<file path="config.mk">
export PLATFORM = sky130hd
export DESIGN_NAME = flash_self_program_control
export DESIGN_NICKNAME = d
export VERILOG_FILES = /design/src/inc/flash_self_program_pkg.sv /design/src/verilog/cmd_window.sv /design/src/verilog/op_timer.sv /design/src/verilog/flash_self_program_control.sv
export SDC_FILE = /design/constraint.sdc
export NUM_CORES = 1
export LEC_CHECK = 0
export ABC_AREA = 1
export BUFFER_PORTS_ARGS = -buffer_cell sky130_fd_sc_hd__buf_2
export CELL_PAD_IN_SITES_DETAIL_PLACEMENT = 0
export CELL_PAD_IN_SITES_GLOBAL_PLACEMENT = 1
export CORE_UTILIZATION = 33
export DETAILED_ROUTE_END_ITERATION = 8
export GPL_TIMING_DRIVEN = 0
export PLACE_DENSITY_LB_ADDON = 0.1
export SYNTH_ARGS = -nofsm -noshare
export SYNTH_HDL_FRONTEND = slang
export SYNTH_SLANG_ARGS = --single-unit
</file>
<file path="constraint.sdc">
create_clock -name sys_clk_i -period 1.62 [get_ports sys_clk_i]
set_input_delay 0.162 -clock sys_clk_i [delete_from_list [all_inputs] [get_ports sys_clk_i]]
set_output_delay 0.162 -clock sys_clk_i [all_outputs]
set_load 0.01 [all_outputs]
</file>
<file path="src/inc/flash_self_program_pkg.sv">
// Constants and types shared by the flash self-programming control block
package flash_self_program_pkg;
    // Clock and programming time
    localparam int CLK_PERIOD_NS = 10;
    localparam int OP_TIME_NS = 4_500_000;
    localparam int OP_CYCLES = OP_TIME_NS / CLK_PERIOD_NS;
    localparam int OP_CNT_W = 20;
    // Command windows, in cycles after the control write
    localparam logic [2:0] SPM_WINDOW = 3'h4;
    localparam logic [2:0] LPM_WINDOW = 3'h3;
    localparam logic [2:0] WIN_LAST = 3'h1;
    // Control/status bit positions
    localparam int CTRL_IRQ_EN = 7;
    localparam int CTRL_RWW_BUSY = 6;
    localparam int CTRL_REENABLE = 4;
    localparam int CTRL_LOCK_SEL = 3;
    localparam int CTRL_PROG_EN = 0;
    localparam int CMD_W = 5;
    localparam logic [7:0] CTRL_RESET = 8'h00;
    // Command patterns in the low five bits
    localparam logic [4:0] CMD_NONE = 5'h00;
    localparam logic [4:0] CMD_REENABLE = 5'h11;
    localparam logic [4:0] CMD_LOCK = 5'h09;
    localparam logic [4:0] CMD_WRITE = 5'h05;
    localparam logic [4:0] CMD_ERASE = 5'h03;
    localparam logic [4:0] CMD_LOAD = 5'h01;
    // Address pointer fields
    localparam int WORD_LSB = 1;
    localparam int WORD_MSB = 6;
    localparam int PAGE_LSB = 7;
    localparam int PAGE_MSB = 13;
    localparam int WORD_W = 6;
    localparam int PAGE_W = 7;
    localparam logic [6:0] RWW_PAGE_LIMIT = 7'h60;
    // Fuse and lock read pointers
    localparam logic [15:0] PTR_FUSE_LOW = 16'h0000;
    localparam logic [15:0] PTR_LOCK = 16'h0001;
    localparam logic [15:0] PTR_EXT_FUSE = 16'h0002;
    localparam logic [15:0] PTR_FUSE_HIGH = 16'h0003;
    // Lock byte layout
    localparam logic [7:0] LOCK_RESET = 8'hFF;
    localparam int LOCK_BOOT_LSB = 2;
    localparam int LOCK_BOOT_MSB = 5;
    localparam logic [3:0] EXT_UNUSED = 4'hF;
    // Long operation in progress
    typedef enum logic [1:0] {
        OP_IDLE = 2'b00,
        OP_ERASE = 2'b01,
        OP_WRITE = 2'b10,
        OP_LOCK = 2'b11
    } op_type;
endpackage

</file>
<file path="src/verilog/cmd_window.sv">
// Countdown that opens the store and load windows after a control write
`timescale 1ns/1ps
`default_nettype none
module cmd_window
    import flash_self_program_pkg::*;
(
    // Clock and reset
    input wire logic sys_clk_i,
    input wire logic reset_n_i,
    // Control
    input wire logic start_i,
    input wire logic stop_i,
    // Window state
    output logic spm_open_o,
    output logic lpm_open_o,
    output logic expire_o
);
    logic [2:0] cnt_r; // Cycles left in the store window
    logic [2:0] cnt_nxt;

    // Load fraction of the store window still open for loads
    assign spm_open_o = (cnt_r != 3'h0);
    assign lpm_open_o = (cnt_r > (SPM_WINDOW - LPM_WINDOW));
    assign expire_o = (cnt_r == WIN_LAST);
    assign cnt_nxt = start_i ? SPM_WINDOW : (stop_i ? 3'h0 :
                     (spm_open_o ? cnt_r - WIN_LAST : 3'h0));

    // Window counter
    always_ff @(posedge sys_clk_i or negedge reset_n_i) begin
        if (!reset_n_i) begin
            cnt_r <= 3'h0;
        end else begin
            cnt_r <= cnt_nxt;
        end
    end
endmodule
`default_nettype wire

</file>
<file path="src/verilog/op_timer.sv">
// Timer for the duration of an erase, write or lock programming step
`timescale 1ns/1ps
`default_nettype none
module op_timer
    import flash_self_program_pkg::*;
#(
    parameter int CYCLES = OP_CYCLES
) (
    // Clock and reset
    input wire logic sys_clk_i,
    input wire logic reset_n_i,
    // Control
    input wire logic start_i,
    // Completion pulse
    output logic done_o
);
    localparam logic [OP_CNT_W-1:0] LOAD = OP_CNT_W'(CYCLES);
    localparam logic [OP_CNT_W-1:0] ONE = OP_CNT_W'(1);
    logic [OP_CNT_W-1:0] cnt_r; // Cycles left
    logic [OP_CNT_W-1:0] cnt_nxt;

    assign done_o = (cnt_r == ONE);
    assign cnt_nxt = start_i ? LOAD : ((cnt_r != '0) ? cnt_r - ONE : cnt_r);

    // Down counter
    always_ff @(posedge sys_clk_i or negedge reset_n_i) begin
        if (!reset_n_i) begin
            cnt_r <= '0;
        end else begin
            cnt_r <= cnt_nxt;
        end
    end
endmodule
`default_nettype wire

</file>
<file path="src/verilog/flash_self_program_control.sv">
// Self-programming control: command windows, flash operations, fuse reads
//
// Notes on behaviour
// - Write pattern plus store in four cycles
// - Write page comes from page field only
// - Write to non-READ_WHILE_WRITE_AREA area halts core
// - Interrupt asserted while enable bit cleared
// - READ_WHILE_WRITE_AREA reads blocked, busy flag while programming
// - Lock pattern plus store sets lock bits
// - Zero lock data bits 5..2 program locks
// - Lock programming blocks no flash area
// - EEPROM write blocks commands and fuse reads
// - Lock read: pointer one, load within three
// - Lock select and enable auto clear
// - Cleared bits make load an ordinary read
// - Pointer zero returns fuse low byte
// - Pointer three returns fuse high byte
// - Pointer two returns extended fuse nibble
// - Programmed bits read zero, unprogrammed one
// - Erase pattern plus store erases page
// - Load pattern plus store fills buffer word
// - Enable clears after store (erase, write, lock: at step end) or window end
// - Unknown command patterns have no effect
`timescale 1ns/1ps
`default_nettype none
module flash_self_program_control
    import flash_self_program_pkg::*;
#(
    parameter int OP_CYCLES_P = OP_CYCLES
) (
    // Clock and reset
    input wire logic sys_clk_i,
    input wire logic reset_n_i,
    // Control register write from the core
    input wire logic ctrl_wr_i,
    input wire logic [7:0] ctrl_wdata_i,
    // Instruction strobes and operands from the core
    input wire logic store_prog_i,
    input wire logic load_prog_i,
    input wire logic [15:0] addr_ptr_i,
    input wire logic [7:0] data_low_i,
    input wire logic [7:0] data_high_i,
    // EEPROM state and stored fuse bytes
    input wire logic eeprom_write_pending_i,
    input wire logic [7:0] fuse_low_value_i,
    input wire logic [7:0] fuse_high_value_i,
    input wire logic [3:0] extended_fuse_value_i,
    // Control/status readback and interrupt
    output logic [7:0] ctrl_rdata_o,
    output logic spm_irq_o,
    // Core side effects
    output logic cpu_halt_o,
    output logic rww_read_block_o,
    output logic lpm_valid_o,
    output logic [7:0] lpm_data_o,
    // Temporary buffer and flash array
    output logic buf_load_o,
    output logic [WORD_W-1:0] buf_word_o,
    output logic [15:0] buf_data_o,
    output logic buf_clear_o,
    output logic flash_erase_o,
    output logic flash_write_o,
    output logic [PAGE_W-1:0] flash_page_o,
    output logic [7:0] lock_bits_o
);
    ////////////////////////////////////////////////////////////////////////
    // Declarations
    logic [7:0] ctrl_r; // Control/status register
    logic [7:0] ctrl_nxt;
    op_type op_state_r; // Long operation state
    op_type op_state_nxt;
    logic [7:0] lock_r; // Lock byte, one means unprogrammed
    logic [7:0] lock_nxt;
    logic spm_open; // Store window open
    logic lpm_open; // Load window open
    logic win_expire; // Last window cycle
    logic op_done; // Operation finished
    logic [4:0] cmd_code; // Written command pattern
    logic [4:0] cur_cmd; // Armed command pattern
    logic cmd_known; // Pattern is defined
    logic busy; // Erase, write or lock running
    logic armed; // Enable set and nothing running
    logic ctrl_take; // Command write accepted
    logic spm_take; // Store instruction accepted
    logic lpm_take; // Fuse or lock read accepted
    logic long_op; // Store starts a timed step
    logic [PAGE_W-1:0] ptr_page; // Page field of the pointer
    logic ptr_rww; // Page lies in the READ_WHILE_WRITE_AREA area
    logic [7:0] read_byte; // Selected fuse or lock byte

    ////////////////////////////////////////////////////////////////////////
    // Decode
    // Known patterns only
    function automatic logic is_known(input logic [4:0] code);
        is_known = (code == CMD_REENABLE) || (code == CMD_LOCK) ||
                   (code == CMD_WRITE) || (code == CMD_ERASE) || (code == CMD_LOAD);
    endfunction

    assign cmd_code = ctrl_wdata_i[CMD_W-1:0];
    assign cur_cmd = ctrl_r[CMD_W-1:0];
    assign cmd_known = is_known(cmd_code);
    assign busy = (op_state_r != OP_IDLE);
    assign armed = ctrl_r[CTRL_PROG_EN] && !busy;
    assign ctrl_take = ctrl_wr_i && cmd_known && !busy && !eeprom_write_pending_i;
    assign spm_take = store_prog_i && armed && spm_open && !eeprom_write_pending_i;
    assign lpm_take = load_prog_i && armed && ctrl_r[CTRL_LOCK_SEL] && lpm_open &&
                      !eeprom_write_pending_i;
    assign long_op = spm_take && ((cur_cmd == CMD_ERASE) || (cur_cmd == CMD_WRITE) ||
                     (cur_cmd == CMD_LOCK));
    assign ptr_page = addr_ptr_i[PAGE_MSB:PAGE_LSB];
    assign ptr_rww = (ptr_page < RWW_PAGE_LIMIT);
    assign read_byte = (addr_ptr_i == PTR_FUSE_LOW) ? fuse_low_value_i :
                       (addr_ptr_i == PTR_FUSE_HIGH) ? fuse_high_value_i :
                       (addr_ptr_i == PTR_EXT_FUSE) ? {EXT_UNUSED, extended_fuse_value_i} :
                       lock_r;

    ////////////////////////////////////////////////////////////////////////
    // Window and timer
    cmd_window u_window (
        .sys_clk_i(sys_clk_i),
        .reset_n_i(reset_n_i),
        .start_i(ctrl_take),
        .stop_i(spm_take || lpm_take),
        .spm_open_o(spm_open),
        .lpm_open_o(lpm_open),
        .expire_o(win_expire)
    );

    op_timer #(
        .CYCLES(OP_CYCLES_P)
    ) u_timer (
        .sys_clk_i(sys_clk_i),
        .reset_n_i(reset_n_i),
        .start_i(long_op),
        .done_o(op_done)
    );

    ////////////////////////////////////////////////////////////////////////
    // Control register next value
    always_comb begin
        ctrl_nxt = ctrl_r;
        // Interrupt enable is plain storage
        if (ctrl_wr_i) begin
            ctrl_nxt[CTRL_IRQ_EN] = ctrl_wdata_i[CTRL_IRQ_EN];
        end
        if (ctrl_take) begin
            ctrl_nxt[CMD_W-1:0] = cmd_code;
        end else if (win_expire && armed && !spm_take && !lpm_take) begin
            ctrl_nxt[CMD_W-1:0] = CMD_NONE;
        end
        if (spm_take && !long_op) begin
            ctrl_nxt[CMD_W-1:0] = CMD_NONE;
        end
        if (lpm_take) begin
            ctrl_nxt[CMD_W-1:0] = CMD_NONE;
        end
        // READ_WHILE_WRITE_AREA busy while that area programs
        if (long_op && (cur_cmd != CMD_LOCK) && ptr_rww) begin
            ctrl_nxt[CTRL_RWW_BUSY] = 1'b1;
        end
        // Re-enable clears the busy flag
        if (spm_take && (cur_cmd == CMD_REENABLE)) begin
            ctrl_nxt[CTRL_RWW_BUSY] = 1'b0;
        end
        // enable held until the step ends
        if (op_done && busy) begin
            ctrl_nxt[CMD_W-1:0] = CMD_NONE;
        end
    end

    // Operation state and lock byte next values
    assign op_state_nxt = (op_done && busy) ? OP_IDLE :
                          !long_op ? op_state_r :
                          (cur_cmd == CMD_ERASE) ? OP_ERASE :
                          (cur_cmd == CMD_WRITE) ? OP_WRITE : OP_LOCK;
    // zero data bits program boot locks
    assign lock_nxt = (spm_take && (cur_cmd == CMD_LOCK)) ?
        {lock_r[7:LOCK_BOOT_MSB+1],
         lock_r[LOCK_BOOT_MSB:LOCK_BOOT_LSB] & data_low_i[LOCK_BOOT_MSB:LOCK_BOOT_LSB],
         lock_r[LOCK_BOOT_LSB-1:0]} : lock_r;

    ////////////////////////////////////////////////////////////////////////
    // State registers
    always_ff @(posedge sys_clk_i or negedge reset_n_i) begin
        if (!reset_n_i) begin
            ctrl_r <= CTRL_RESET;
            op_state_r <= OP_IDLE;
            lock_r <= LOCK_RESET;
        end else begin
            ctrl_r <= ctrl_nxt;
            op_state_r <= op_state_nxt;
            lock_r <= lock_nxt;
        end
    end

    // Status outputs follow the next state
    always_ff @(posedge sys_clk_i or negedge reset_n_i) begin
        if (!reset_n_i) begin
            ctrl_rdata_o <= CTRL_RESET;
            spm_irq_o <= 1'b0;
            cpu_halt_o <= 1'b0;
            rww_read_block_o <= 1'b0;
            lock_bits_o <= LOCK_RESET;
        end else begin
            ctrl_rdata_o <= ctrl_nxt;
            spm_irq_o <= ctrl_nxt[CTRL_IRQ_EN] && !ctrl_nxt[CTRL_PROG_EN];
            // halt only for the non-READ_WHILE_WRITE_AREA area
            if (long_op) begin
                cpu_halt_o <= (cur_cmd != CMD_LOCK) && !ptr_rww;
            end else if (op_done) begin
                cpu_halt_o <= 1'b0;
            end
            // block READ_WHILE_WRITE_AREA reads with the busy flag
            rww_read_block_o <= ctrl_nxt[CTRL_RWW_BUSY];
            lock_bits_o <= lock_nxt;
        end
    end

    // Command pulses toward the buffer, array and core
    always_ff @(posedge sys_clk_i or negedge reset_n_i) begin
        if (!reset_n_i) begin
            buf_load_o <= 1'b0;
            buf_word_o <= '0;
            buf_data_o <= 16'h0000;
            buf_clear_o <= 1'b0;
            flash_erase_o <= 1'b0;
            flash_write_o <= 1'b0;
            flash_page_o <= '0;
            lpm_valid_o <= 1'b0;
            lpm_data_o <= 8'h00;
        end else begin
            buf_load_o <= spm_take && (cur_cmd == CMD_LOAD);
            if (spm_take && (cur_cmd == CMD_LOAD)) begin
                buf_word_o <= addr_ptr_i[WORD_MSB:WORD_LSB];
                buf_data_o <= {data_high_i, data_low_i};
            end
            // Buffer empties after a write or on re-enable
            buf_clear_o <= (op_done && (op_state_r == OP_WRITE)) ||
                           (spm_take && (cur_cmd == CMD_REENABLE));
            flash_erase_o <= spm_take && (cur_cmd == CMD_ERASE);
            flash_write_o <= spm_take && (cur_cmd == CMD_WRITE);
            if (spm_take && ((cur_cmd == CMD_ERASE) || (cur_cmd == CMD_WRITE))) begin
                flash_page_o <= ptr_page;
            end
            // ordinary loads left to the core
            lpm_valid_o <= lpm_take;
            if (lpm_take) begin
                lpm_data_o <= read_byte;
            end
        end
    end

    ////////////////////////////////////////////////////////////////////////
    // Assertions
    property p_write_start;
        @(posedge sys_clk_i) disable iff (!reset_n_i)
        (spm_take && cur_cmd == CMD_WRITE) |=>
            flash_write_o && flash_page_o == $past(ptr_page) && ctrl_rdata_o[CTRL_PROG_EN];
    endproperty
    a_write_start: assert property (p_write_start) else $error("write not started");

    property p_halt_non_rww_area;
        @(posedge sys_clk_i) disable iff (!reset_n_i)
        (long_op && cur_cmd == CMD_WRITE && !ptr_rww) |=> cpu_halt_o [*2];
    endproperty
    a_halt_non_rww_area: assert property (p_halt_non_rww_area) else $error("core not halted");

    property p_irq_level;
        @(posedge sys_clk_i) disable iff (!reset_n_i)
        spm_irq_o == (ctrl_rdata_o[CTRL_IRQ_EN] && !ctrl_rdata_o[CTRL_PROG_EN]);
    endproperty
    a_irq_level: assert property (p_irq_level) else $error("interrupt level wrong");

    property p_rww_busy;
        @(posedge sys_clk_i) disable iff (!reset_n_i)
        (long_op && cur_cmd != CMD_LOCK && ptr_rww) |=>
            (rww_read_block_o && ctrl_rdata_o[CTRL_RWW_BUSY]) [*2];
    endproperty
    a_rww_busy: assert property (p_rww_busy) else $error("READ_WHILE_WRITE_AREA area not blocked");

    property p_lock_prog;
        @(posedge sys_clk_i) disable iff (!reset_n_i)
        (spm_take && cur_cmd == CMD_LOCK) |=>
            lock_bits_o[LOCK_BOOT_MSB:LOCK_BOOT_LSB] ==
            $past(lock_r[LOCK_BOOT_MSB:LOCK_BOOT_LSB] & data_low_i[LOCK_BOOT_MSB:LOCK_BOOT_LSB]);
    endproperty
    a_lock_prog: assert property (p_lock_prog) else $error("lock bits wrong");

    property p_lock_free;
        @(posedge sys_clk_i) disable iff (!reset_n_i)
        (op_state_r == OP_LOCK) |-> !cpu_halt_o;
    endproperty
    a_lock_free: assert property (p_lock_free) else $error("halt during lock set");

    property p_eeprom_block;
        @(posedge sys_clk_i) disable iff (!reset_n_i)
        (eeprom_write_pending_i && (store_prog_i || load_prog_i)) |=>
            !flash_write_o && !flash_erase_o && !buf_load_o && !lpm_valid_o;
    endproperty
    a_eeprom_block: assert property (p_eeprom_block) else $error("EEPROM did not block");

    property p_lock_read;
        @(posedge sys_clk_i) disable iff (!reset_n_i)
        (lpm_take && addr_ptr_i == PTR_LOCK) |=>
            lpm_valid_o && lpm_data_o == $past(lock_r) && !ctrl_rdata_o[CTRL_PROG_EN];
    endproperty
    a_lock_read: assert property (p_lock_read) else $error("lock read wrong");

    property p_window_end;
        @(posedge sys_clk_i) disable iff (!reset_n_i)
        ctrl_take ##1 (!store_prog_i && !load_prog_i && !ctrl_wr_i) [*4] |=>
            !ctrl_rdata_o[CTRL_PROG_EN] && !ctrl_rdata_o[CTRL_LOCK_SEL];
    endproperty
    a_window_end: assert property (p_window_end) else $error("window did not close");

    property p_ext_fuse;
        @(posedge sys_clk_i) disable iff (!reset_n_i)
        (lpm_take && addr_ptr_i == PTR_EXT_FUSE) |=>
            lpm_data_o == {EXT_UNUSED, $past(extended_fuse_value_i)};
    endproperty
    a_ext_fuse: assert property (p_ext_fuse) else $error("extended fuse wrong");

    c_page_write: cover property (@(posedge sys_clk_i) disable iff (!reset_n_i)
        spm_take && cur_cmd == CMD_WRITE);
    c_lock_read: cover property (@(posedge sys_clk_i) disable iff (!reset_n_i) lpm_take);
    c_op_done: cover property (@(posedge sys_clk_i) disable iff (!reset_n_i)
        op_done && busy);
endmodule
`default_nettype wire

</file>
Yosys cells after proc, flatten, opt, wreduce, memory -nomap -nowiden
Index checks and enable logic that the tools add are counted.
{ "totals": {"register_bits": 81, "input_bits": 66, "out_inout_bits": 61, "elab_cells": 112} }
{ "op_classes": {"n_addsub": 2, "magnitude_cmp": 2, "n_eq_ne": 16, "mux": 22, "bitwise_logic": 1, "n_reduce_logical": 51} }
{ "ops": {"columns": ["operator", "n"], "rows": [
  ["20-bit two-way mux", 2],
  ["16-bit by 2-bit equality test with 1-bit output (second input constant)", 2],
  ["1-bit logical AND", 28],
  ["5-bit two-way mux", 5],
  ["20-bit by 1-bit equality test with 1-bit output (second input constant)", 1],
  ["20-bit nonzero test", 1],
  ["20-bit by 1-bit subtractor with 20-bit output (second input constant)", 1],
  ["16-bit logical NOT", 1],
  ["8-bit two-way mux", 2],
  ["5-bit by 1-bit equality test with 1-bit output (second input constant)", 2],
  ["5-bit by 2-bit equality test with 1-bit output (second input constant)", 2],
  ["5-bit by 3-bit equality test with 1-bit output (second input constant)", 2],
  ["5-bit by 4-bit equality test with 1-bit output (second input constant)", 2],
  ["5-bit equality test (second input constant)", 2],
  ["3-bit two-way mux", 3],
  ["1-bit logical OR", 8],
  ["2-bit nonzero test", 4],
  ["1-bit logical NOT", 7],
  ["7-bit less-than comparator (second input constant)", 1],
  ["1-bit two-way mux", 6],
  ["2-bit two-way mux", 3],
  ["6-bit two-way mux", 1],
  ["5-bit by 4-bit inequality test with 1-bit output (second input constant)", 1],
  ["5-bit nonzero test", 1],
  ["other kinds (6)", 6]
]} }

Longest topological paths before layout
Gate-level depths: netlist of the first run.
{ "logic_depth": {"word_depth": 16, "depth_mapped": 10, "mapped_depth_nobuf": 10} }

Cells and area by module
A second synthesis of the first run with hierarchy kept.
{ "unflattened": {"hier_cells": 567, "hier_area_um2": 4311.6} }
{ "by_module_without_submodules": {"columns": ["mod", "n_inst", "cells_per_inst", "area_each_um2", "seq_area_each_um2"], "rows": [
  ["flash_self_program_control", 1, 357, 2805.2, 1431.4],
  ["op_timer", 1, 189, 1351.3, 500.5],
  ["cmd_window", 1, 21, 155.1, 75.1]
]} }

Worst setup path before layout of the first run
No wires, ideal clock.
{ "synth_path": {"kind": "register -> register", "start": "register u_timer.cnt_r[0]", "end": "register u_timer.cnt_r[11]", "setup_ns": 0.125, "t_arrival_ns": 1.538, "t_required_ns": 1.495, "setup_slack_ns": -0.044, "stages_incl_launch_ff": 9, "n_path_buf": 1, "period_less_slack_ns": 1.664, "path_cell_list": "dfrtp_1 -> inv_1 -> ha_1 -> buf_2 -> inv_2 -> nor3_1 -> nand3_2 -> nor2_4 -> nor2_1"} }
{ "synth_via": {"elab_chain_len": 3, "word_cells_on_any_way": 5, "cone_classes": "add/sub: 1; mux: 2; reduce/logical: 2"} }
{ "synth_rtl": {"columns": ["item", "line", "rtl"], "rows": [
  ["start: declaration", "op_timer.sv:19", "logic [OP_CNT_W-1:0] cnt_r;"],
  ["start signal: assignment", "op_timer.sv:30", "cnt_r <= cnt_nxt;"],
  ["20-bit by 1-bit subtractor with 20-bit output", "op_timer.sv:23", "assign cnt_nxt = start_i ? LOAD : ((cnt_r != '0) ? cnt_r - ONE : cnt_r);"],
  ["20-bit two-way mux (2 in a row)", "op_timer.sv:23", null]
]} }
Parallel ways exist; a longest one is shown, timed or not. The select of a mux whose other input is x is not followed.
A chain may end at the register's enable or synchronous reset.

Worst setup path after layout of the first run
{ "layout_path": {"start": "register op_state_r[1]", "end": "register ctrl_rdata_o[2]"} }
{ "layout_via": {"elab_chain_len": 12, "word_cells_on_any_way": 26, "cone_classes": "mux: 4; reduce/logical: 22"} }
{ "layout_rtl": {"columns": ["item", "line", "rtl"], "rows": [
  ["start: declaration", "flash_self_program_control.sv:70", "op_type op_state_r;"],
  ["start signal: assignment", "flash_self_program_control.sv:191", "op_state_r <= op_state_nxt;"],
  ["2-bit nonzero test (*)", "flash_self_program_control.sv:102", "assign busy = (op_state_r != OP_IDLE);"],
  ["1-bit logical NOT", "flash_self_program_control.sv:103, flash_self_program_control.sv:104", null],
  ["1-bit logical AND", "flash_self_program_control.sv:103", "assign armed = ctrl_r[CTRL_PROG_EN] && !busy;"],
  ["1-bit logical AND (3 in a row)", "flash_self_program_control.sv:105", "assign spm_take = store_prog_i && armed && spm_open && !eeprom_write_pending_i;"],
  ["1-bit logical AND", "flash_self_program_control.sv:108", "assign long_op = spm_take && ((cur_cmd == CMD_ERASE) || (cur_cmd == CMD_WRITE) ||"],
  ["1-bit logical NOT", null, null],
  ["1-bit logical AND", "flash_self_program_control.sv:151", "if (spm_take && !long_op) begin"],
  ["5-bit two-way mux", "flash_self_program_control.sv:151", null],
  ["5-bit two-way mux", "flash_self_program_control.sv:154", "if (lpm_take) begin"],
  ["5-bit two-way mux", "flash_self_program_control.sv:166", "if (op_done && busy) begin"],
  ["end signal: assignment", "flash_self_program_control.sv:205", "ctrl_rdata_o <= ctrl_nxt;"],
  ["end: declaration", "flash_self_program_control.sv:49", "output logic [7:0] ctrl_rdata_o,"]
]} }
Mark *: on every way between the ends. The rest lies on a longest branch, timed or not.

==> impl_metrics.ini, run 1 <==
[status]
status = finished clean

[detailed_routing]
drt_iter0_markers = 152
dr.pass1.iters = 4
drc = 0
via_count = 3824
antenna_left = 0
route.detailed.wl_per_inst_um = 13.0
vias_per_cell = 4.49
routed_wl_um = 11000

[grt]
track_usage = 0.184
grt_pass1_wl_um = 18500
grt_max_degree = 48
antenna_found_initial = 0
grt_overflow = 0
grt_pass1_vias = 3716

[critical_path]
endpoint_kind = flop
path_class = reg -> reg
startpoint_type = flop
cp.required_ns = 1.84
crit_fanout = 6
cp_data_arrival_time_ns = 1.83

[synth]
synth_edf_count = 0
postSynthCellCount = 523
synthArstFlopShare = 1.00
synth_ff_type = dfrtp_1
seq_area_frac_synth = 0.489
ys.warnings.count = 0
yosysUniqueCellTypes = 41
synth_seq_cells = 80
avgSynthCellArea_um2 = 7.85
synth_area_um2 = 4110

[min_path]
hold_path.class = in -> reg

[timing]
drv_slew = 0
min_period_over_period = 0.989
setup-tns-final_ns = 0
rsz0062_at_grt = yes
whs_ns = 0.0163
setup_viol = 0
skew_ns = 0.00629
hold_viol_final = 0
fin_crit_ns = 1.60
fmax_ghz = 0.624

[clock_tree]
clk_path_buf_depth = 2
clk_pin_slew_ns = 0.06
htreeDepth = 3
cts_buffers = 9
cts_tree = built
clock-sinks = 80
worstSkewPairLatency_ns = 0.34
root_buffer = clkbuf_16

[cells_and_area]
postLayoutCoreUtil = 0.465
stdcell_count = 851
fin_nets = 746
drive_above_1_share = 0.328
final_cell_mix = nand2_1, buf_2, dfrtp_1
fin_area_um2 = 5600
area_growth_pct = 36.4
final_common_cell = nand2_1
diodes = 0

[floorplan]
die_width_um = 114
die_area_um2 = 12900
die_height_um = 114
fp.coreArea_um2 = 12100
io_pins = 127
row_count = 40
start_util = 0.341

[power]
p_per_area_nw_per_um2 = 1260
p_leak_nw = 3.08
irDropWorstVdd_uv = 602

[placement]
io_buffers = 119
gp_congestion = 0.830
hpwlAfterDp_um = 8430
place_inst = 814
placed_cell_area_um2 = 4950

[flow_run]
drv_cap = 0
-- where the power goes --
part	total (W)	switching, W	internal [W]	leakage (nW)
Sequential	0.00286	0.000415	0.00244	1.04
Combinational	0.00195	0.00112	0.000825	1.87
Clock	0.00223	0.000802	0.00143	0.165
-- metrics by stage --
stage / power [W] / setup WS [ns]
after floorplan: 0.00393 / 0.0305
after global placement: 0.00459 / -0.331
after detailed placement: 0.00462 / -0.294
after CTS: 0.00698 / 0.00897
after global routing: 0.00751 / -0.0439
final: 0.00704 / 0.0178
-- Yosys cell counts (2+ instances only) --
cell type / count / area, um2
buf_2: 7 / 35.0
nor2_1: 65 / 244
nand2_2: 2 / 12.5
o21ai_1: 4 / 20.0
ha_1: 2 / 25.0
nor2_2: 5 / 31.3
o31ai_1: 2 / 15.0
nand4_1: 18 / 113
o21ai_0: 26 / 130
nand3_2: 2 / 20.0
nor3_2: 2 / 20.0
xnor2_1: 4 / 35.0
o211ai_1: 2 / 15.0
dfrtp_1: 76 / 1900
a21oi_1: 10 / 50.1
xor2_1: 5 / 43.8
dfstp_2: 4 / 105
buf_4: 6 / 45.0
inv_1: 62 / 233
nand2_1: 148 / 556
or2_2: 3 / 18.8
nand3_4: 2 / 35.0
nor3_1: 6 / 30.0
conb_1: 2 / 7.51
nor2_4: 4 / 45.0
nand3_1: 39 / 195
-- cell families after synthesis --
family          synth area share
xor+xnor                  0.0192
other cells              0.00183
flops                      0.489
compound gates            0.0652
fa+ha+maj                0.00609
buf+inv                   0.0835
simple gates               0.336
-- repair_timing --
item / CTS / global route
hold buffers: 1 / 0
pin swaps: 8 / 8
cloned: 1 / 0
setup endpoints to repair: 39 / 46
setup buffers: 9 / 10
resized for setup: 10 / 39
hold endpoints to repair: 33 / 0
-- per-layer routing --
layer  vias up  part of all wire  track usage  routed length [um]
li1       1966                 -            -                   -
met1      1749              0.47        0.244                5180
met2        99              0.46        0.283                5030
met3        10             0.064       0.0627                 702
met4         0             0.011       0.0579                 116
met5         -                 0            0                   0
-- worst paths after layout --
path / endpoint / depth (start not counted) / slack (ns) / from
hold reg to reg: u_window.cnt_r[0]$_DFF_PN0_ / 1 / 0.46 / u_window.cnt_r[0]$_DFF_PN0_
min in group asynchronous: u_window.cnt_r[0]$_DFF_PN0_ / 2 / 0.33 / reset_n_i
hold / removal: buf_data_o[12]$_DFFE_PN0P_ / 3 / 0.02 / data_high_i[4]
setup reg to reg: ctrl_rdata_o[2]$_DFFE_PN0P_ / 7 / 0.02 / op_state_r[1]$_DFFE_PN0P_
setup / recovery: ctrl_rdata_o[2]$_DFFE_PN0P_ / 7 / 0.02 / op_state_r[1]$_DFFE_PN0P_
max in group asynchronous: lock_bits_o[2]$_DFFE_PN1P_ / 3 / 0.65 / reset_n_i
-- cell type report --
cell class	count	area (um2)
timing repair buffer	140	807
fill	1250	6460
multi-input combinational	367	1850
clock inverter	5	78.8
tap	168	210
inverter	65	259
clock buffer	11	253
buffer	15	129
sequential	80	2010
-- flip-flops by register name, summed over array words and instances (netlist names), 2 cells and up --
name / flops
buf_data_o: 16
buf_word_o: 6
ctrl_rdata_o: 7
flash_page_o: 7
lock_bits_o: 4
lpm_data_o: 8
op_state_r: 2
u_timer.cnt_r: 20
u_window.cnt_r: 3
-- worst max-delay path: stages, from the launching register on --
cell and delay, ns:
dfrtp_1 0.42, nor2_4 0.20, nand3_4 0.13, nor2_8 0.20, nand3_2 0.16, and2_2 0.23, nand3_1 0.08, nand2_1 0.06
Note: power is estimated with default switching activity, not from simulation.
==> run 2, diff against run 1 <==
--- a/config.mk
+++ b/config.mk
@@ -12,7 +12,7 @@
 export CORE_UTILIZATION = 33
 export DETAILED_ROUTE_END_ITERATION = 8
 export GPL_TIMING_DRIVEN = 0
-export PLACE_DENSITY_LB_ADDON = 0.1
+export PLACE_DENSITY_LB_ADDON = 0.25
 export SYNTH_ARGS = -nofsm -noshare
 export SYNTH_HDL_FRONTEND = slang
 export SYNTH_SLANG_ARGS = --single-unit
==> run 2 against run 1 <==
Net effect: clock power down 6%; global-route usage about the same; maximum frequency is 1.2% higher; largest power group unchanged; highest routed layer unchanged; via count up 4.1%; combinational power up 14%; critical path depth rose by 1; final cell count increased by 2.2%.
==> impl_metrics.ini, run 2 (synthesized netlist as in run 1, its figures left out) <==
[clock_tree]
htreeDepth = 3
cts_buffers = 9
clk_pin_slew_ns = 0.06
root_buffer = clkbuf_16
clk_path_buf_depth = 2
clock-sinks = 80
worstSkewPairLatency_ns = 0.35
cts_tree = built

[timing]
whs_ns = 0.0114
skew_ns = 0.0105
setup-tns-final_ns = 0
setup_viol = 0
fmax_ghz = 0.632
drv_slew = 0
hold_viol_final = 0
min_period_over_period = 0.977
rsz0062_at_grt = yes
fin_crit_ns = 1.58

[grt]
grt_pass1_vias = 3809
grt_pass1_wl_um = 18600
antenna_found_initial = 0
track_usage = 0.184
grt_overflow = 0
grt_max_degree = 51

[detailed_routing]
vias_per_cell = 4.58
antenna_left = 0
drc = 0
dr.pass1.iters = 4
via_count = 3982
routed_wl_um = 11800
drt_iter0_markers = 179
route.detailed.wl_per_inst_um = 13.6

[cells_and_area]
largest-register = u_timer.cnt_r
fin_nets = 765
largest_reg_flops = 20
final_common_cell = buf_2
drive_above_1_share = 0.412
final_cell_mix = buf_2, nand2_1, dfrtp_1
area_growth_pct = 47.0
top_regs = u_timer.cnt_r: 20 flops, buf_data_o: 16 flops, lpm_data_o: 8 flops
diodes = 0

[critical_path]
cp_data_arrival_time_ns = 1.82
endpoint_kind = flop
cp.required_ns = 1.86
crit_fanout = 5
path_class = reg -> reg
startpoint_type = flop

[floorplan]
die_width_um = 114
die_area_um2 = 12900
start_util = 0.341
fp.coreArea_um2 = 12100
io_pins = 127
row_count = 40
die_height_um = 114

[power]
p_per_area_nw_per_um2 = 1200
irDropWorstVdd_uv = 469
power_frac_clock = 0.291
finalPower_w = 0.00722
p_int_w = 0.00464
p_switching_w = 0.00258
switching_share = 0.357
seq_power_share = 0.401
pwr-share-comb = 0.308
p_leak_nw = 3.24

[flow_run]
drv_cap = 0

[placement]
hpwlAfterDp_um = 8310
io_buffers = 119
gp_congestion = 0.847

[min_path]
hold_path.class = in -> reg

[status]
status = finished clean
run 2: stage by stage:
stage | std cells | instance area, um2 | setup WS, ns | util
final | 870 | 6040 | 0.0376 | 0.501
after global routing | 870 | 6040 | -0.0644 | 0.501
after CTS | 837 | 5350 | 0.000804 | 0.444
after detailed placement | 814 | 4950 | -0.302 | 0.411
after global placement | 813 | 4920 | -0.326 | 0.408
after floorplan | 526 | 4120 | 0.0305 | -
run 2: final timing paths:
path / end / from / cells past startpoint / slack [ns]
max: buf_data_o[15]$_DFFE_PN0P_ / op_state_r[0]$_DFFE_PN0P_ / 8 / 0.04
min: buf_data_o[9]$_DFFE_PN0P_ / data_high_i[1] / 3 / 0.01
max reg2reg: buf_data_o[15]$_DFFE_PN0P_ / op_state_r[0]$_DFFE_PN0P_ / 8 / 0.04
min reg2reg: lock_bits_o[4]$_DFFE_PN1P_ / lock_bits_o[4]$_DFFE_PN1P_ / 2 / 0.46
max in group asynchronous: buf_data_o[0]$_DFFE_PN0P_ / reset_n_i / 3 / 0.71
min in group asynchronous: u_window.cnt_r[0]$_DFF_PN0_ / reset_n_i / 2 / 0.31
run 2: final cells by class:
cell class / instances / area (um2)
flip-flops and latches: 80 / 2010
multi-input cells: 368 / 2080
repair buffers: 158 / 1020
clock inverters: 6 / 68.8
clock buffers: 10 / 239
inverters: 65 / 269
well taps: 168 / 210
fillers: 1208 / 6020
plain buffers: 15 / 148
run 2: power groups by stage:
stage	Sequential [W]	Combinational, W	Clock (W)
final	0.00289	0.00223	0.00210
after floorplan	0.00290	0.00103	0
after global routing	0.00295	0.00248	0.00224
after CTS	0.00282	0.00180	0.00216
after global placement	0.00283	0.00175	0
after detailed placement	0.00285	0.00177	0
run 2: metal layers:
metal	up-vias	wire length, um	global-route usage
met5	-	0	0
met4	0	146	0.0667
met2	104	5430	0.279
met3	10	760	0.0553
li1	2012	-	-
met1	1856	5490	0.249
run 2: timing repair:
item	CTS	global route
endpoints found under the hold margin	27	0
setup endpoints to repair	40	58
resized for setup	5	126
gates cloned	1	5
hold buffers	2	0
pin swaps	5	30
setup buffers	4	28
run 2: critical path: stages (launching register included):
cell       delay [ns]
dfrtp_1          0.43
nor2_4           0.20
nand3_4          0.12
nor2_8           0.18
buf_12           0.15
nand3_4          0.11
clkbuf_16        0.19
nand2_2          0.05
nand2_1          0.05
==> run 3, diff against run 2 <==
--- a/config.mk
+++ b/config.mk
@@ -9,6 +9,7 @@
 export BUFFER_PORTS_ARGS = -buffer_cell sky130_fd_sc_hd__buf_2
 export CELL_PAD_IN_SITES_DETAIL_PLACEMENT = 0
 export CELL_PAD_IN_SITES_GLOBAL_PLACEMENT = 1
+export CORE_ASPECT_RATIO = 1.2
 export CORE_UTILIZATION = 33
 export DETAILED_ROUTE_END_ITERATION = 8
 export GPL_TIMING_DRIVEN = 0
==> run 3 against run 2 <==
Net effect: global-route usage decreased by 1.3 points; largest cell class is now registers; via count decreased by 2.8%; largest power group unchanged; highest routed layer unchanged; wire length decreased by 8.0%; worst hold slack improved by 0.0031 ns; worst setup slack improved by 0.023 ns; sequential cell count unchanged.
==> impl_metrics.ini, run 3 (synthesized netlist as in run 1, its figures left out) <==
[timing]
rsz0062_at_grt = yes
hold_viol_final = 0
slew_headroom = 0.662
fmax_ghz = 0.641
drv_slew = 0
setup_ws_ns = 0.0607
setup_viol = 0
whs_ns = 0.0145
fin_crit_ns = 1.56
min_period_over_period = 0.963
skew_ns = 0.0105
worst_pin_slew_ns = 0.504

[placement]
gp_congestion = 0.872
hpwlAfterDp_um = 8180
io_buffers = 119
place_inst = 807
dp_slack_ns = -0.281

[clock_tree]
cts_buffers = 9
clock-sinks = 80
clk_pin_slew_ns = 0.07
root_buffer = clkbuf_16
htreeDepth = 3
worstSkewPairLatency_ns = 0.34
cts_tree = built
clk_path_buf_depth = 2

[min_path]
worstHoldStart = data_high_i[1]
hold_path.class = in -> reg
holdPathEnd = buf_data_o[9]$_DFFE_PN0P_
hold_path_depth = 3

[critical_path]
path_class = reg -> reg
crit_fanout = 7
cp_data_arrival_time_ns = 1.77
r2r_slack_ns = 0.06
crit_path_top_delay_cell = dfrtp_1
cpMostUsedCell = nor2_1
startpoint_type = flop
endpoint_kind = flop
cp_slowest_stage_delay_ns = 0.42
reg2reg_depth = 9
rr_startpoint = op_state_r[1]$_DFFE_PN0P_
worstPathCellList = nor2_4 -> buf_4 -> nand2_1 -> nor2_1 -> nand3_1 -> inv_2 -> a21oi_1 -> nor2_1 -> nor2_1
cp.required_ns = 1.84
r2r-end = spm_irq_o$_DFF_PN0_

[floorplan]
start_util = 0.339
fp.coreArea_um2 = 12100
die_area_um2 = 12900
io_pins = 127
die_width_um = 104
row_count = 44
die_height_um = 124

[cells_and_area]
top_regs = u_timer.cnt_r: 20 flops, buf_data_o: 16 flops, lpm_data_o: 8 flops
diodes = 0
drive_above_1_share = 0.325
final_cell_mix = nand2_1, buf_2, dfrtp_1
final_common_cell = nand2_1
postLayoutCoreUtil = 0.460
area_growth_pct = 35.7
largest-register = u_timer.cnt_r
largest_reg_flops = 20
fin_nets = 752
stdcell_count = 850

[grt]
track_usage = 0.171
grt_pass1_wl_um = 17600
grt_pass1_vias = 3784
grt_overflow = 0
antenna_found_initial = 0
grt_max_degree = 58

[detailed_routing]
antenna_left = 0
routed_wl_um = 10900
drt_iter0_markers = 121
via_count = 3872
dr.pass1.iters = 4
vias_per_cell = 4.56
drc = 0
route.detailed.wl_per_inst_um = 12.8

[flow_run]
drv_cap = 0

[power]
irDropWorstVdd_uv = 524
p_leak_nw = 3.06
p_per_area_nw_per_um2 = 1230

[status]
status = finished clean
[run 3: worst max-delay path by stage]
stage	from	endpoint	slack, ns	depth (start not counted)
final	op_state_r[1]$_DFFE_PN0P_	spm_irq_o$_DFF_PN0_	0.06	9
after global placement	reset_n_i	buf_load_o$_DFF_PN0_	-0.31	1
after global routing	op_state_r[1]$_DFFE_PN0P_	spm_irq_o$_DFF_PN0_	-0.04	8
after floorplan	u_timer.cnt_r[0]$_DFFE_PN0P_	u_timer.cnt_r[11]$_DFFE_PN0P_	0.03	8
after CTS	op_state_r[0]$_DFFE_PN0P_	buf_data_o[13]$_DFFE_PN0P_	-0.004	8
after detailed placement	u_timer.cnt_r[0]$_DFFE_PN0P_	u_timer.cnt_r[15]$_DFFE_PN0P_	-0.28	8
[run 3: per-stage QoR]
step / instance area [um2] / power (W) / setup TNS [ns]
floorplan: 4120 / 0.00393 / 0
CTS: 5330 / 0.00671 / -0.0175
global route: 5580 / 0.00731 / -0.501
finish: 5580 / 0.00688 / 0
detailed placement: 4950 / 0.00463 / -3.55
global placement: 4920 / 0.00459 / -26.15
[run 3: critical path: cells and delay by family (launching register included)]
family          cells  cell delay, ns
flops               1            0.42
simple gates        6            0.68
buf+inv             2            0.29
compound gates      1            0.05
[run 3: layout make-up]
type	instances	area (um2)
plain buffers	15	123
clock buffers	11	253
clock inverters	5	42.5
fillers	1268	6540
inverters	65	254
multi-input cells	368	1860
flip-flops and latches	80	2010
well taps	161	201
repair buffers	145	830
[run 3: power by group]
part | internal [W] | switching [W] | total, W
registers | 0.00244 | 0.000410 | 0.00285
clock network | 0.00114 | 0.000862 | 0.00201
logic | 0.000869 | 0.00115 | 0.00202
total | 0.00445 | 0.00243 | 0.00688
[run 3: repair_timing]
action / CTS / global route
endpoints found under the setup margin: 46 / 55
endpoints found under the hold margin: 20 / 0
hold buffers: 2 / 0
buffers inserted: 5 / 18
gates cloned: 1 / 1
gates resized for setup: 6 / 41
pin swaps: 3 / 11
[run 3: layer usage]
layer	GRT usage	vias up	share of wire
met1	0.209	1807	0.45
met2	0.283	82	0.48
met4	0.0681	0	0.014
met5	0	-	0
li1	-	1974	-
met3	0.0478	9	0.058
